File: src/design/svc_consts.svh
`ifndef SVC_CONSTS_SVH
`define SVC_CONSTS_SVH

// Clock and hold time
`define CLK_FREQ_KHZ   50000
`define HOLD_TIME_MS   3000

// Save counter limit: warning once the count is above this
`define SAVE_LIMIT     16'h03E8
`define SAVE_CNT_W     16

// Characters of the command line
`define CH_CR          8'h0D
`define CH_LF          8'h0A
`define CH_SP          8'h20
`define CH_COMMA       8'h2C
`define CH_X_LC        8'h78
`define CH_Z_LC        8'h7A
`define CH_S_LC        8'h73
`define CH_N_LC        8'h6E
`define CH_I_LC        8'h69
`define CH_N_UC        8'h4E
`define CH_I_UC        8'h49
`define CH_Y_UC        8'h59

`endif

File: src/design/svc_pkg.sv
package svc_pkg;

   typedef enum logic [4:0] {
      MSG_NONE,
      MSG_PROMPT,
      MSG_E001_UNKNOWN_CMD,
      MSG_E002_PARAM_COUNT,
      MSG_E003_INVALID_PARAM,
      MSG_E004_MAX_SAVES,
      MSG_E005_SAVE_FAILED,
      MSG_CONFIRM_EXIT,
      MSG_RETURN_NORMAL,
      MSG_RETURN_INIT,
      MSG_RESTORE_CONFIRM,
      MSG_TX_CONFIRM,
      MSG_TX_NEW_PARAMS,
      MSG_APPLYING,
      MSG_APPLIED_USE_SAVE,
      MSG_APPLIED_SAVED,
      MSG_SAVE_COUNT,
      MSG_ABORTED
   } msg_t;

   typedef enum {
      ST_OUT,
      ST_IDLE,
      ST_X_SP,
      ST_X_ARG,
      ST_X_CR,
      ST_Z_CMD,
      ST_Z_ARG,
      ST_Z_CR,
      ST_SKIP,
      ST_ERR,
      ST_PROMPT,
      ST_CONF_X,
      ST_HOLD,
      ST_EXIT_NOW,
      ST_CONF_Z,
      ST_CONF_TX,
      ST_TX_SHOW,
      ST_APPLY,
      ST_SAVE_REQ,
      ST_FLASH_WAIT,
      ST_SHOW_COUNT,
      ST_WARN
   } state_t;

endpackage

File: src/design/service_exit_factory_restore.sv
`timescale 1ns/1ns
`include "svc_consts.svh"
// Notes on behaviour
// [RQ1] exit_target n: confirm if dirty, then Normal
// [RQ2] Confirming exits wait three seconds before executing
// [RQ3] exit_target i: confirm if dirty, then Init
// [RQ4] Entering Init reloads unsaved settings from flash
// [RQ5] exit_target N: Normal at once, no confirm
// [RQ6] exit_target I: Init at once, no confirm
// [RQ7] Answer N keeps service mode, shows prompt
// [RQ8] Other answers report invalid parameter, no exit
// [RQ9] Report unknown command, parameter count, invalid value
// [RQ10] Plain restore loads factory settings, not saved
// [RQ11] Restore with s also writes flash
// [RQ12] Factory restore needs a Y confirmation first
// [RQ13] Changed transmission settings need second confirmation
// [RQ14] Count saves, warn above 1000, always save
// [RQ15] Failed flash write reports save error
// [RQ16] Extra characters after plain restore: count error
// [RQ17] Saved restore reports saved plus save count
// [RQ18] Unsaved restore reports applied, advises save command
// [RQ19] Staying in service mode ends with prompt
module service_exit_factory_restore #(
   parameter int unsigned HOLD_CYCLES = `HOLD_TIME_MS * `CLK_FREQ_KHZ,
   parameter int unsigned HOLD_W      = 28
) (
   input  wire logic                    clk,           // 50 MHz system clock
   input  wire logic                    rstn,          // Async reset, active low
   input  wire logic                    rx_valid,      // Received character strobe
   input  wire logic [7:0]              rx_data,       // Received character
   input  wire logic                    enter_service, // Pulse: unit enters service mode
   input  wire logic                    cfg_dirty,     // Live settings differ from flash
   input  wire logic                    tx_change,     // Factory set alters link settings
   input  wire logic                    flash_done,    // Pulse: flash write finished
   input  wire logic                    flash_ok,      // Flash write result, with done
   output logic                         msg_valid,     // Pulse: message to send
   output svc_pkg::msg_t                msg_code,      // Message identifier
   output logic                         in_service,    // Service mode active
   output logic                         goto_normal,   // Pulse: switch to normal mode
   output logic                         goto_init,     // Pulse: switch to init mode
   output logic                         reload_flash,  // Pulse: live settings from flash
   output logic                         load_factory,  // Pulse: live settings from factory
   output logic                         flash_save,    // Pulse: write live settings to flash
   output logic [`SAVE_CNT_W-1:0]       save_count     // Number of flash saves
);

   svc_pkg::state_t         state_reg;
   svc_pkg::msg_t           err_reg;
   logic [7:0]              target_reg;
   logic                    save_reg;
   logic [HOLD_W-1:0]       hold_cnt_reg;

   function automatic logic is_init(input logic [7:0] ch);
      is_init = (ch == `CH_I_LC) || (ch == `CH_I_UC);
   endfunction

   function automatic logic is_exit_target(input logic [7:0] ch);
      is_exit_target = (ch == `CH_N_LC) || (ch == `CH_I_LC) ||
                       (ch == `CH_N_UC) || (ch == `CH_I_UC);
   endfunction

   function automatic logic is_line_end(input logic [7:0] ch);
      is_line_end = (ch == `CH_CR) || (ch == `CH_LF);
   endfunction

   ////////////////////////////////////////////////////////////////////////////////
   // Hold timer: reloads outside the hold state, counts down inside it
   always_ff @(posedge clk or negedge rstn) begin
      if (!rstn) begin
         hold_cnt_reg <= '0;
      end else if (state_reg != svc_pkg::ST_HOLD) begin
         hold_cnt_reg <= HOLD_W'(HOLD_CYCLES - 1);
      end else if (hold_cnt_reg != '0) begin
         hold_cnt_reg <= hold_cnt_reg - 1'b1; // RQ2
      end
   end

   ////////////////////////////////////////////////////////////////////////////////
   // Save counter saturates so the warning can never wrap away
   always_ff @(posedge clk or negedge rstn) begin
      if (!rstn) begin
         save_count <= '0;
      end else if (state_reg == svc_pkg::ST_FLASH_WAIT && flash_done && flash_ok &&
                   save_count != '1) begin
         save_count <= save_count + 1'b1; // RQ14
      end
   end

   ////////////////////////////////////////////////////////////////////////////////
   // Command sequencer; one message per cycle, pulses default low
   always_ff @(posedge clk or negedge rstn) begin
      if (!rstn) begin
         state_reg    <= svc_pkg::ST_OUT;
         err_reg      <= svc_pkg::MSG_NONE;
         target_reg   <= '0;
         save_reg     <= 1'b0;
         msg_valid    <= 1'b0;
         msg_code     <= svc_pkg::MSG_NONE;
         in_service   <= 1'b0;
         goto_normal  <= 1'b0;
         goto_init    <= 1'b0;
         reload_flash <= 1'b0;
         load_factory <= 1'b0;
         flash_save   <= 1'b0;
      end else begin
         msg_valid    <= 1'b0;
         goto_normal  <= 1'b0;
         goto_init    <= 1'b0;
         reload_flash <= 1'b0;
         load_factory <= 1'b0;
         flash_save   <= 1'b0;
         case (state_reg)
            svc_pkg::ST_OUT: begin
               if (enter_service) begin
                  in_service <= 1'b1;
                  msg_valid  <= 1'b1;
                  msg_code   <= svc_pkg::MSG_PROMPT;
                  state_reg  <= svc_pkg::ST_IDLE;
               end
            end
            svc_pkg::ST_IDLE: begin
               if (rx_valid) begin
                  if (rx_data == `CH_X_LC) begin
                     state_reg <= svc_pkg::ST_X_SP;
                  end else if (rx_data == `CH_Z_LC) begin
                     save_reg  <= 1'b0;
                     state_reg <= svc_pkg::ST_Z_CMD;
                  end else if (rx_data == `CH_CR) begin
                     state_reg <= svc_pkg::ST_PROMPT; // RQ19
                  end else if (rx_data != `CH_LF) begin
                     err_reg   <= svc_pkg::MSG_E001_UNKNOWN_CMD; // RQ9
                     state_reg <= svc_pkg::ST_SKIP;
                  end
               end
            end
            svc_pkg::ST_X_SP: begin
               if (rx_valid) begin
                  if (rx_data == `CH_SP) begin
                     state_reg <= svc_pkg::ST_X_ARG;
                  end else if (rx_data == `CH_CR) begin
                     err_reg   <= svc_pkg::MSG_E002_PARAM_COUNT; // RQ9
                     state_reg <= svc_pkg::ST_ERR;
                  end else begin
                     err_reg   <= (rx_data == `CH_COMMA) ? svc_pkg::MSG_E002_PARAM_COUNT
                                                         : svc_pkg::MSG_E001_UNKNOWN_CMD;
                     state_reg <= svc_pkg::ST_SKIP;
                  end
               end
            end
            svc_pkg::ST_X_ARG: begin
               if (rx_valid) begin
                  if (is_exit_target(rx_data)) begin
                     target_reg <= rx_data;
                     state_reg  <= svc_pkg::ST_X_CR;
                  end else if (rx_data == `CH_CR) begin
                     err_reg   <= svc_pkg::MSG_E002_PARAM_COUNT; // RQ9
                     state_reg <= svc_pkg::ST_ERR;
                  end else begin
                     err_reg   <= svc_pkg::MSG_E003_INVALID_PARAM; // RQ9
                     state_reg <= svc_pkg::ST_SKIP;
                  end
               end
            end
            svc_pkg::ST_X_CR: begin
               if (rx_valid) begin
                  if (rx_data != `CH_CR) begin
                     err_reg   <= svc_pkg::MSG_E002_PARAM_COUNT; // RQ9
                     state_reg <= svc_pkg::ST_SKIP;
                  end else begin
                     msg_valid <= 1'b1;
                     msg_code  <= is_init(target_reg) ? svc_pkg::MSG_RETURN_INIT
                                                      : svc_pkg::MSG_RETURN_NORMAL;
                     if (target_reg == `CH_N_UC || target_reg == `CH_I_UC) begin
                        state_reg <= svc_pkg::ST_EXIT_NOW; // RQ5 RQ6
                     end else if (cfg_dirty) begin
                        msg_code  <= svc_pkg::MSG_CONFIRM_EXIT; // RQ1 RQ3
                        state_reg <= svc_pkg::ST_CONF_X;
                     end else begin
                        state_reg <= svc_pkg::ST_HOLD; // RQ2
                     end
                  end
               end
            end
            svc_pkg::ST_CONF_X: begin
               // Line ends are skipped so a terminal may send Y plus CR
               if (rx_valid && !is_line_end(rx_data)) begin
                  if (rx_data == `CH_Y_UC) begin
                     msg_valid <= 1'b1;
                     msg_code  <= is_init(target_reg) ? svc_pkg::MSG_RETURN_INIT
                                                      : svc_pkg::MSG_RETURN_NORMAL;
                     state_reg <= svc_pkg::ST_HOLD; // RQ2
                  end else if (rx_data == `CH_N_UC) begin
                     state_reg <= svc_pkg::ST_PROMPT; // RQ7
                  end else begin
                     err_reg   <= svc_pkg::MSG_E003_INVALID_PARAM; // RQ8
                     state_reg <= svc_pkg::ST_ERR;
                  end
               end
            end
            svc_pkg::ST_HOLD: begin
               if (hold_cnt_reg == '0) begin
                  state_reg <= svc_pkg::ST_EXIT_NOW; // RQ2
               end
            end
            svc_pkg::ST_EXIT_NOW: begin
               in_service   <= 1'b0;
               goto_init    <= is_init(target_reg);
               reload_flash <= is_init(target_reg); // RQ4
               goto_normal  <= !is_init(target_reg);
               state_reg    <= svc_pkg::ST_OUT;
            end
            svc_pkg::ST_Z_CMD: begin
               if (rx_valid) begin
                  if (rx_data == `CH_CR) begin
                     msg_valid <= 1'b1;
                     msg_code  <= svc_pkg::MSG_RESTORE_CONFIRM; // RQ12
                     state_reg <= svc_pkg::ST_CONF_Z;
                  end else if (rx_data == `CH_SP) begin
                     state_reg <= svc_pkg::ST_Z_ARG;
                  end else begin
                     err_reg   <= svc_pkg::MSG_E002_PARAM_COUNT; // RQ16
                     state_reg <= svc_pkg::ST_SKIP;
                  end
               end
            end
            svc_pkg::ST_Z_ARG: begin
               if (rx_valid) begin
                  if (rx_data == `CH_S_LC) begin
                     save_reg  <= 1'b1; // RQ11
                     state_reg <= svc_pkg::ST_Z_CR;
                  end else if (rx_data == `CH_CR) begin
                     err_reg   <= svc_pkg::MSG_E002_PARAM_COUNT;
                     state_reg <= svc_pkg::ST_ERR;
                  end else begin
                     err_reg   <= svc_pkg::MSG_E003_INVALID_PARAM; // RQ9
                     state_reg <= svc_pkg::ST_SKIP;
                  end
               end
            end
            svc_pkg::ST_Z_CR: begin
               if (rx_valid) begin
                  if (rx_data == `CH_CR) begin
                     msg_valid <= 1'b1;
                     msg_code  <= svc_pkg::MSG_RESTORE_CONFIRM; // RQ12
                     state_reg <= svc_pkg::ST_CONF_Z;
                  end else begin
                     err_reg   <= svc_pkg::MSG_E002_PARAM_COUNT; // RQ9
                     state_reg <= svc_pkg::ST_SKIP;
                  end
               end
            end
            svc_pkg::ST_CONF_Z, svc_pkg::ST_CONF_TX: begin
               if (rx_valid && !is_line_end(rx_data)) begin
                  msg_valid <= 1'b1;
                  if (rx_data != `CH_Y_UC) begin
                     msg_code  <= svc_pkg::MSG_ABORTED;
                     err_reg   <= svc_pkg::MSG_E003_INVALID_PARAM;
                     state_reg <= (rx_data == `CH_N_UC) ? svc_pkg::ST_PROMPT
                                                        : svc_pkg::ST_ERR;
                  end else if (state_reg == svc_pkg::ST_CONF_Z && tx_change) begin
                     msg_code  <= svc_pkg::MSG_TX_CONFIRM; // RQ13
                     state_reg <= svc_pkg::ST_CONF_TX;
                  end else if (state_reg == svc_pkg::ST_CONF_TX) begin
                     msg_code  <= svc_pkg::MSG_TX_NEW_PARAMS; // RQ13
                     state_reg <= svc_pkg::ST_TX_SHOW;
                  end else begin
                     msg_code  <= svc_pkg::MSG_APPLYING; // RQ12
                     state_reg <= svc_pkg::ST_APPLY;
                  end
               end
            end
            svc_pkg::ST_TX_SHOW: begin
               msg_valid <= 1'b1;
               msg_code  <= svc_pkg::MSG_APPLYING;
               state_reg <= svc_pkg::ST_APPLY;
            end
            svc_pkg::ST_APPLY: begin
               load_factory <= 1'b1; // RQ10
               if (save_reg) begin
                  state_reg <= svc_pkg::ST_SAVE_REQ;
               end else begin
                  msg_valid <= 1'b1;
                  msg_code  <= svc_pkg::MSG_APPLIED_USE_SAVE; // RQ18
                  state_reg <= svc_pkg::ST_PROMPT;
               end
            end
            svc_pkg::ST_SAVE_REQ: begin
               flash_save <= 1'b1; // RQ11 RQ14
               state_reg  <= svc_pkg::ST_FLASH_WAIT;
            end
            svc_pkg::ST_FLASH_WAIT: begin
               if (flash_done) begin
                  msg_valid <= 1'b1;
                  if (flash_ok) begin
                     msg_code  <= svc_pkg::MSG_APPLIED_SAVED; // RQ17
                     state_reg <= svc_pkg::ST_SHOW_COUNT;
                  end else begin
                     msg_code  <= svc_pkg::MSG_E005_SAVE_FAILED; // RQ15
                     state_reg <= svc_pkg::ST_PROMPT;
                  end
               end
            end
            svc_pkg::ST_SHOW_COUNT: begin
               msg_valid <= 1'b1;
               msg_code  <= svc_pkg::MSG_SAVE_COUNT; // RQ17
               state_reg <= (save_count > `SAVE_LIMIT) ? svc_pkg::ST_WARN
                                                       : svc_pkg::ST_PROMPT;
            end
            svc_pkg::ST_WARN: begin
               msg_valid <= 1'b1;
               msg_code  <= svc_pkg::MSG_E004_MAX_SAVES; // RQ14
               state_reg <= svc_pkg::ST_PROMPT;
            end
            svc_pkg::ST_SKIP: begin
               // Rest of a bad line is swallowed; the error shows at its end
               if (rx_valid && rx_data == `CH_CR) begin
                  state_reg <= svc_pkg::ST_ERR;
               end
            end
            svc_pkg::ST_ERR: begin
               msg_valid <= 1'b1;
               msg_code  <= err_reg; // RQ9
               state_reg <= svc_pkg::ST_PROMPT;
            end
            svc_pkg::ST_PROMPT: begin
               msg_valid <= 1'b1;
               msg_code  <= svc_pkg::MSG_PROMPT; // RQ19
               state_reg <= svc_pkg::ST_IDLE;
            end
            default: begin
               state_reg <= svc_pkg::ST_OUT;
            end
         endcase
      end
   end
endmodule

File: config.mk
export PLATFORM = sky130hd
export DESIGN_NAME = service_exit_factory_restore
export DESIGN_NICKNAME = d
export VERILOG_FILES = /design/src/design/svc_pkg.sv /design/src/design/service_exit_factory_restore.sv
export VERILOG_INCLUDE_DIRS = /design/src /design/src/design
export SDC_FILE = /design/constraint.sdc
export NUM_CORES = 1
export LEC_CHECK = 0
export BUFFER_PORTS_ARGS = -buffer_cell sky130_fd_sc_hd__buf_2
export CELL_PAD_IN_SITES_DETAIL_PLACEMENT = 0
export CELL_PAD_IN_SITES_GLOBAL_PLACEMENT = 2
export CORE_MARGIN = 2
export CORE_UTILIZATION = 38
export CTS_BUF_LIST = sky130_fd_sc_hd__clkbuf_8
export CTS_CLUSTER_SIZE = 24
export DETAILED_ROUTE_END_ITERATION = 10
export PLACE_DENSITY = 0.9
export SKIP_LAST_GASP = 1
export SLEW_MARGIN = 20
export SYNTH_ARGS = -nofsm -noshare
export SYNTH_HDL_FRONTEND = slang
export SYNTH_SLANG_ARGS = --single-unit
File: constraint.sdc
create_clock -name clk -period 3.74 [get_ports clk]
set_input_delay 0.374 -clock clk [delete_from_list [all_inputs] [get_ports clk]]
set_output_delay 0.374 -clock clk [all_outputs]
set_load 0.01 [all_outputs]
==> results.py, run 1 <==
metrics = {
    "place": {
        "port_buffers": 43,
        "hpwl_um": 9080,
        "gp_congestion": 0.956,
        "place_area_um2": 5070,
        "post-place-ws_ns": 0.871,
    },
    "synthesis": {
        "synth_area_um2": 4700,
        "yosysWarningCount": 0,
        "ys_seq_elements": 72,
        "post-synth-top-count-cell": "dfrtp_1",
        "async_reset_ff_share_pct": 100,
        "synth_cells": 533,
        "synth_area_leaders": "dfrtp_1 38%, xnor2_1 5.0%, nand2_1 3.8%",
        "synth_top_area_share_pct": 38.4,
        "synth_nets": 553,
        "synth_area_per_cell_um2": 8.81,
        "synth.largest_area_cell": "dfrtp_1",
        "synth_edf_count": 0,
        "synth_flop_cell": "dfrtp_1",
        "synth_common_cells": "72 x dfrtp_1, 48 x nand2_1, 41 x nor2_1",
        "yosysSeqAreaShare_pct": 38.4,
        "synth.distinct_cells": 72,
    },
    "sta": {
        "period_share_pct": 76.2,
        "fmax_ghz": 0.351,
        "hold_violations": 0,
        "hold_ws_ns": 0.148,
        "setup_violations": 0,
        "maxSlewViolCount": 0,
        "period_needed_ns": 2.85,
        "slew_headroom_pct": 35.9,
        "rsz0062_at_grt": "false",
        "finClkSkew_ns": 0.0116,
        "worst_pin_slew_ns": 0.949,
        "tns_ns": 0,
        "postLayoutSetupSlackWorst_ns": 0.892,
    },
    "routing": {
        "wl_per_cell_um": 17.0,
        "routed_wl_um": 12500,
        "detail-route-antenna-nets": 0,
        "drtPass1Iterations": 5,
        "drt_iter0_drc": 474,
        "via_per_inst": 5.73,
        "drcViolationCount": 0,
        "vias": 4226,
    },
    "power": {
        "p_comb_share_pct": 33.1,
        "power_mw": 2.30,
        "switching_power_mw": 0.842,
        "pwr-share-seq_pct": 40.8,
        "power_leakage_nw": 2.09,
        "swShare_pct": 36.7,
        "p_clk_share_pct": 26.0,
        "p_int_mw": 1.45,
        "vdd_drop_max_mv": 0.159,
        "powerDensity_nw_per_um2": 437,
    },
    "final_layout": {
        "drive_gt1_share_pct": 17.7,
        "n_fill_cell": 1219,
        "area_growth_pct": 11.9,
        "antenna_cells": 0,
        "fin_nets": 585,
        "largest_reg_flops": 28,
        "final_area_um2": 5260,
    },
    "global_routing": {
        "grtUsageMet2_pct": 30.1,
        "met1_usage_pct": 27.4,
        "antenna_found_initial": 0,
        "grt_pass1_vias": 4071,
        "grtUsageMet3_pct": 3.32,
        "grt_overflow": 0,
        "top_usage_layer": "met2",
        "grt.total_usage_pct": 19.7,
        "grt_max_degree": 73,
        "grt_pass1_wl_um": 20800,
    },
    "worst_setup_path": {
        "crit_start": "state_reg[0]",
        "max_stage_delay_ns": 0.72,
        "cp_slowest_cell": "dfrtp_1",
        "worstPathCellList": "nand2b_1, or4_1, nor4_1, nand4_1, nor3_1, xor2_1",
        "r2r_start": "state_reg[0]",
        "worstPathRequired_ns": 4.01,
        "endpoint_kind": "flop",
        "worstSetupPathType": "reg2reg",
        "start_kind": "flop",
        "arrival_ns": 3.12,
        "r2r_cells": 6,
        "critPathMaxFanout": 18,
    },
    "cts": {
        "post_cts_buffers": 0,
        "cts.sinks": 72,
        "cts_hold_buf": 0,
        "cts.reportedPaths.clkPinSlew_ns": 0.08,
        "root_buffer": "clkbuf_8",
        "max-clock-path-buffers": 2,
        "cts_buffers": 9,
        "clk_latency_ns": 0.34,
        "htreeDepth": 3,
        "cts_tree": "built",
        "cts_resized": 0,
    },
    "floorplanning": {
        "core_um2": 12100,
        "start_util_pct": 38.9,
        "dieArea_um2": 13300,
        "rows": 40,
        "pin_count": 44,
        "die_h_um": 115,
        "dieWidth_um": 115,
    },
    "hold_path": {
        "hp-class": "in2async",
    },
    "run": {
        "max_cap_violations": 0,
    },
    "outcome": {
        "status": "completed",
    },
}
metal layers:
layer	up-vias	wire length, µm
met3	40	604
met2	139	5670
met4	0	489
met1	2037	5750
met5	-	0
li1	2010	-
power groups by stage:
stage | sequential (mW) | clock, mW | combinational (mW)
3_3_place_gp | 0.946 | 0 | 0.754
6_report | 0.938 | 0.598 | 0.761
3_5_place_dp | 0.946 | 0 | 0.751
5_1_grt | 0.948 | 0.660 | 0.835
4_1_cts | 0.933 | 0.617 | 0.752
2_1_floorplan | 0.886 | 0 | 0.575
placed cells by master, fill, tap and decap left out, drive strengths merged, types with 16 or more instances in the layout:
| cell | synthesis | layout |
|---|---|---|
| a21oi | 24 | 24 |
| buf | 8 | 54 |
| dfrtp | 72 | 72 |
| inv | 16 | 18 |
| nand2 | 49 | 49 |
| nand2b | 19 | 19 |
| nand3 | 20 | 20 |
| nand4 | 16 | 16 |
| nor2 | 41 | 41 |
| nor3 | 21 | 21 |
| o21ai | 19 | 19 |
| xnor2 | 27 | 27 |
final timing paths:
| path | end | slack, ns |
|---|---|---|
| min reg2reg | target_reg[3] | 0.49 |
| min | hold_cnt_reg[22] | 0.15 |
| max reg2reg | save_count[15] | 0.89 |
| min in group clk | in_service | 0.38 |
| max in group asynchronous | save_count[0] | 3.00 |
| max | save_count[15] | 0.89 |
kinds of logic (layout without fill, tap and decap cells):
group,Yosys count,after routing,share of synthesized area (%)
buffers and inverters,50,87,4.34
AO/OA/AOI/OAI,91,91,13.1
AND/OR/NAND/NOR,263,263,32.2
multiplexers,16,16,4.08
XOR/XNOR,37,37,6.90
flip-flops,72,72,38.4
adder cells (fa/ha/maj),4,4,1.07
stage by stage:
step | instances | util [%]
CTS | 738 | 43.6
finish | 738 | 43.6
detailed placement | 722 | 42.0
global route | 738 | 43.6
floorplan | 533 | -
global placement | 722 | 42.0
area by class of cell:
| class | count | area, µm² | share of cell area, % |
|---|---|---|---|
| Clock buffer | 9 | 124 | 2.36 |
| Inverter | 17 | 63.8 | 1.21 |
| Clock inverter | 7 | 65.1 | 1.24 |
| Multi-Input combinational cell | 411 | 2690 | 51.2 |
| Sequential cell | 72 | 1800 | 34.3 |
| Timing Repair Buffer | 54 | 300 | 5.71 |
| Tap cell | 168 | 210 | 4.00 |
worst max-delay path, delay by kind of cell (launching register included):
kind | cells | cell delay, ns
and+or+nand+nor | 5 | 1.90
DFF | 1 | 0.72
xor gates and xnor gates | 1 | 0.16
(Power assumes the default switching activity.)
==> inputs of run 2 (changes only) <==
ABC_AREA = 1   (was default)
CORE_UTILIZATION = 35   (was 38)
PLACE_DENSITY = 0.91   (was 0.9)
clock period = 2.65 ns   (was 3.74 ns; I/O delays follow)
==> results.py, run 2 <==
metrics = {
    "hold_path": {
        "hp-class": "in2async",
    },
    "cts": {
        "cts.reportedPaths.clkPinSlew_ns": 0.08,
        "cts.sinks": 72,
        "cts_buffers": 9,
        "cts_resized": 0,
        "cts_tree": "built",
        "cts_hold_buf": 0,
        "post_cts_buffers": 0,
        "max-clock-path-buffers": 2,
        "clk_latency_ns": 0.37,
        "root_buffer": "clkbuf_8",
        "htreeDepth": 3,
    },
    "floorplanning": {
        "die_h_um": 123,
        "dieWidth_um": 123,
        "start_util_pct": 35.9,
        "pin_count": 44,
        "core_um2": 13900,
        "dieArea_um2": 15200,
        "rows": 43,
    },
    "worst_setup_path": {
        "worstPathRequired_ns": 2.90,
        "endpoint_kind": "flop",
        "worstSetupPathType": "reg2reg",
        "start_kind": "flop",
        "r2r_setup_slack_ns": 0.62,
        "arrival_ns": 2.28,
        "r2r_end": "state_reg[4]",
        "r2r_start": "state_reg[0]",
        "critPathMaxFanout": 8,
        "r2r_cells": 7,
    },
    "synthesis": {
        "yosysWarningCount": 0,
        "synth_area_per_cell_um2": 6.78,
        "synth.distinct_cells": 39,
        "synth_flop_cell": "dfrtp_1",
        "synth_nets": 755,
        "synth_top_area_share_pct": 36.2,
        "yosysSeqAreaShare_pct": 36.2,
        "ys_seq_elements": 72,
        "synth_edf_count": 0,
        "post-synth-top-count-cell": "nand2_1",
        "synth.largest_area_cell": "dfrtp_1",
        "synth_area_um2": 4980,
        "async_reset_ff_share_pct": 100,
        "synth_area_leaders": "dfrtp_1 36%, nand2_1 15%, nor2_1 9.9%",
        "synth_common_cells": "203 x nand2_1, 131 x nor2_1, 88 x inv_1",
        "synth_cells": 735,
    },
    "global_routing": {
        "grt_overflow": 0,
        "grt_max_degree": 73,
        "antenna_found_initial": 0,
        "grt_pass1_vias": 4681,
        "grt.total_usage_pct": 20.1,
        "grt_pass1_wl_um": 23500,
    },
    "power": {
        "powerDensity_nw_per_um2": 563,
        "switching_power_mw": 1.15,
        "swShare_pct": 36.3,
        "power_mw": 3.18,
        "p_int_mw": 2.02,
        "pwr-share-seq_pct": 39.6,
        "vdd_drop_max_mv": 0.218,
        "p_clk_share_pct": 32.3,
        "power_leakage_nw": 2.90,
        "p_comb_share_pct": 28.1,
    },
    "routing": {
        "drtPass1Iterations": 5,
        "drcViolationCount": 0,
        "wl_per_cell_um": 14.7,
        "via_per_inst": 4.99,
        "detail-route-antenna-nets": 0,
        "drt_iter0_drc": 499,
        "routed_wl_um": 14300,
        "vias": 4844,
    },
    "sta": {
        "rsz0062_at_grt": "false",
        "maxSlewViolCount": 0,
        "worst_pin_slew_ns": 0.921,
        "fmax_ghz": 0.493,
        "hold_violations": 0,
        "postLayoutSetupSlackWorst_ns": 0.620,
        "tns_ns": 0,
        "period_needed_ns": 2.03,
        "period_share_pct": 76.6,
        "finClkSkew_ns": 0.0142,
        "slew_headroom_pct": 38.6,
        "setup_violations": 0,
    },
    "outcome": {
        "status": "completed",
    },
    "final_layout": {
        "n_fill_cell": 1477,
        "fin_nets": 806,
        "mostFrequentLayoutCells": "203 x nand2_1, 131 x nor2_1, 89 x inv_1",
        "largest_reg_flops": 28,
        "final_area_um2": 5640,
        "antenna_cells": 0,
        "regArea_um2": 1800,
        "multiInputGateArea_um2": 2780,
        "mostFrequentLayoutCell": "nand2_1",
        "drive_gt1_share_pct": 15.5,
        "area_growth_pct": 13.2,
    },
    "run": {
        "max_cap_violations": 0,
    },
    "place": {
        "hpwl_um": 11300,
        "port_buffers": 43,
        "place_area_um2": 5410,
        "gp_congestion": 1.05,
        "post-place-ws_ns": 0.625,
    },
}
run 2: cell types whose count changed in the layout (fill, tap and decap cells not counted), sizes merged, moves of 14 or more:
cell    change
nand3      +35
nor4       -14
xnor2      -19
nand2     +167
nand2b     -19
nor2      +117
inv        +78
run 2: area by class of cell:
cell class,count,area share (%)
multi-input combinational,562,49.3
sequential,72,32.0
inverter,95,6.37
timing repair buffer,46,4.26
tap,180,3.99
clock buffer,11,2.69
clock inverter,5,1.42
run 2: routing by layer:
metal  routed length [µm]  up-vias  track usage [%]
met3                  887       30             3.41
met1                 6750     2228             28.6
met2                 6240      167             30.0
li1                     -     2419                -
met4                  428        0             8.81
met5                    0        -                0
run 2: cell families (layout without fill, tap and decap cells):
kind of cell | Yosys count | after routing | share of synthesized area [%]
adders and majority gates | 4 | 4 | 1.00
AOI/OAI and AO/OA | 46 | 46 | 5.07
and+or+nand+nor | 485 | 485 | 45.0
DFF | 72 | 72 | 36.2
xor gates and xnor gates | 27 | 27 | 4.75
buffers and inverters | 101 | 157 | 8.01
run 2: power by group through the flow:
| stage | Sequential (mW) | Combinational (mW) | Clock (mW) |
|---|---|---|---|
| finish | 1.26 | 0.892 | 1.03 |
| CTS | 1.26 | 0.884 | 1.06 |
| detailed placement | 1.28 | 0.880 | 0 |
| global placement | 1.27 | 0.891 | 0 |
| floorplan | 1.25 | 0.659 | 0 |
| global route | 1.27 | 0.994 | 1.10 |
run 2: worst max-delay path, cell delays in order, from the launching register on:
cell     delay [ns]
dfrtp_1        0.53
inv_1          0.18
nand2_1        0.12
nor2_1         0.23
nand3_1        0.24
nand2_1        0.15
nor3b_1        0.32
o21ai_1        0.12
run 2: worst max-delay path by stage:
stage	start	endpoint	depth (start not counted)
after floorplan	save_count[0]	save_count[10]	9
after global placement	hold_cnt_reg[0]	hold_cnt_reg[20]	9
after detailed placement	state_reg[0]	state_reg[2]	10
after CTS	state_reg[0]	state_reg[2]	10
after global routing	state_reg[0]	state_reg[2]	10
final	state_reg[0]	state_reg[4]	7
run 2: stage by stage:
step           cells  utilization (%)  hold WS [ns]
3_5_place_dp     955             38.9         0.456
5_1_grt          971             40.6         0.104
6_report         971             40.6        0.0186
4_1_cts          971             40.6        0.0642
2_1_floorplan    735                -       -0.0306
3_3_place_gp     955             38.9         0.454
==> inputs of run 3 (changes only) <==
clock period = 1.9 ns   (was 2.65 ns; I/O delays follow)
==> results.py, run 3 (synthesis gave the netlist of run 2 again) <==
metrics = {
    "outcome": {
        "status": "completed",
    },
    "cts": {
        "root_buffer": "clkbuf_8",
        "cts_tree": "built",
        "htreeDepth": 3,
        "clk_latency_ns": 0.37,
        "cts.sinks": 72,
        "max-clock-path-buffers": 2,
        "cts.reportedPaths.clkPinSlew_ns": 0.07,
        "cts_buffers": 9,
    },
    "routing": {
        "via_per_inst": 4.96,
        "drcViolationCount": 0,
        "wl_per_cell_um": 15.0,
        "routed_wl_um": 15100,
        "drtPass1Iterations": 5,
        "detail-route-antenna-nets": 0,
        "vias": 5014,
        "drt_iter0_drc": 367,
    },
    "final_layout": {
        "instances_no_fill": 1010,
        "area_growth_pct": 21.8,
        "n_fill_cell": 1450,
        "fin_nets": 846,
        "mostFrequentLayoutCell": "nand2_1",
        "multiInputGateArea_um2": 2860,
        "mostFrequentLayoutCells": "203 x nand2_1, 122 x nor2_1, 86 x inv_1",
        "drive_gt1_share_pct": 21.7,
        "largest_reg_flops": 28,
        "antenna_cells": 0,
        "regArea_um2": 1810,
        "postLayoutCoreUtil_pct": 43.7,
    },
    "global_routing": {
        "grt_pass1_wl_um": 23900,
        "grt.total_usage_pct": 20.8,
        "grt_overflow": 0,
        "antenna_found_initial": 0,
        "grt_pass1_vias": 4776,
        "grt_max_degree": 43,
    },
    "power": {
        "p_int_mw": 3.07,
        "p_comb_share_pct": 32.1,
        "switching_power_mw": 1.69,
        "p_clk_share_pct": 30.9,
        "swShare_pct": 35.5,
        "pwr-share-seq_pct": 37.0,
        "power_leakage_nw": 3.12,
        "vdd_drop_max_mv": 0.346,
        "power_mw": 4.76,
        "powerDensity_nw_per_um2": 784,
    },
    "place": {
        "post-place-cells": 990,
        "gp_congestion": 0.938,
        "post-place-ws_ns": -0.136,
        "port_buffers": 43,
        "hpwl_um": 12100,
    },
    "floorplanning": {
        "pin_count": 44,
        "die_h_um": 123,
        "start_util_pct": 35.9,
        "dieArea_um2": 15200,
        "rows": 43,
        "dieWidth_um": 123,
        "core_um2": 13900,
    },
    "sta": {
        "rsz0062_at_grt": "true",
        "fmax_ghz": 0.547,
        "setup_violations": 0,
        "maxSlewViolCount": 0,
        "slew_headroom_pct": 62.2,
        "postLayoutSetupSlackWorst_ns": 0.0718,
        "finClkSkew_ns": 0.0122,
        "period_share_pct": 96.2,
        "hold_violations": 0,
        "tns_ns": 0,
        "worst_pin_slew_ns": 0.567,
        "period_needed_ns": 1.83,
    },
    "worst_setup_path": {
        "max_stage_delay_ns": 0.49,
        "worstSetupPathType": "reg2reg",
        "start_kind": "flop",
        "cp_slowest_cell": "dfrtp_2",
        "worstPathCellList": "inv_4, nand3_4, nor2_4, nand3_2, nand2_1, nand2_1, nand2_1, nor3_4, nand2_1, nand2_1",
        "cpMostUsedCell": "nand2_1",
        "critPathMaxFanout": 10,
        "endpoint_kind": "flop",
        "worstPathRequired_ns": 2.14,
        "arrival_ns": 2.07,
    },
    "run": {
        "max_cap_violations": 0,
    },
    "hold_path": {
        "hp-class": "in2reg",
    },
}
-- run 3: worst paths after layout --
path / start / to / slack, ns / cells past startpoint
setup / recovery: state_reg[4] / msg_code[3] / 0.07 / 10
hold / removal: rx_valid / save_reg / 0.09 / 2
setup reg to reg: state_reg[4] / msg_code[3] / 0.07 / 10
hold reg to reg: msg_code[2] / msg_code[2] / 0.47 / 2
max in group asynchronous: rstn / state_reg[4] / 0.94 / 3
min in group asynchronous: rstn / save_count[5] / 0.36 / 2
-- run 3: stage by stage --
step	instance area, µm²	hold WS (ns)
finish	6070	0.0934
global route	6070	0.0736
CTS	5980	0.0502
detailed placement	5690	0.229
global placement	5690	0.219
floorplan	4980	-0.106
-- run 3: layout make-up --
cell class / count / share of cell area [%]
Multi-Input combinational cell: 562 / 47.2
Sequential cell: 72 / 29.8
Timing Repair Buffer: 86 / 9.36
Inverter: 95 / 5.96
Tap cell: 180 / 3.71
Clock buffer: 13 / 2.95
Clock inverter: 2 / 0.990
-- run 3: power by group through the flow --
stage / combinational [mW] / clock (mW) / sequential [mW]
final: 1.53 / 1.47 / 1.76
after global placement: 1.42 / 0 / 1.77
after detailed placement: 1.42 / 0 / 1.77
after CTS: 1.44 / 1.52 / 1.75
after global routing: 1.69 / 1.59 / 1.77
after floorplan: 0.919 / 0 / 1.74
-- run 3: timing repair --
action | 4_1_cts | 5_1_grt
setup endpoints to repair | 11 | 23
pin swaps | 1 | 1
hold buffers | 1 | 0
resized for setup | 6 | 24
hold endpoints to repair | 41 | 0
buffers inserted | 2 | 2
-- run 3: per-layer routing --
| layer | global-route usage (%) | share of wire (%) |
|---|---|---|
| met3 | 5.07 | 6.4 |
| met5 | 0 | 0 |
| met2 | 33.2 | 46 |
| met1 | 27.7 | 46 |
| met4 | 6.18 | 1.4 |
-- run 3: critical path, delay by kind of cell (launching register included) --
kind,cells,cell delay (ns)
flops,1,0.49
buf+inv,1,0.19
simple gates,9,1.04
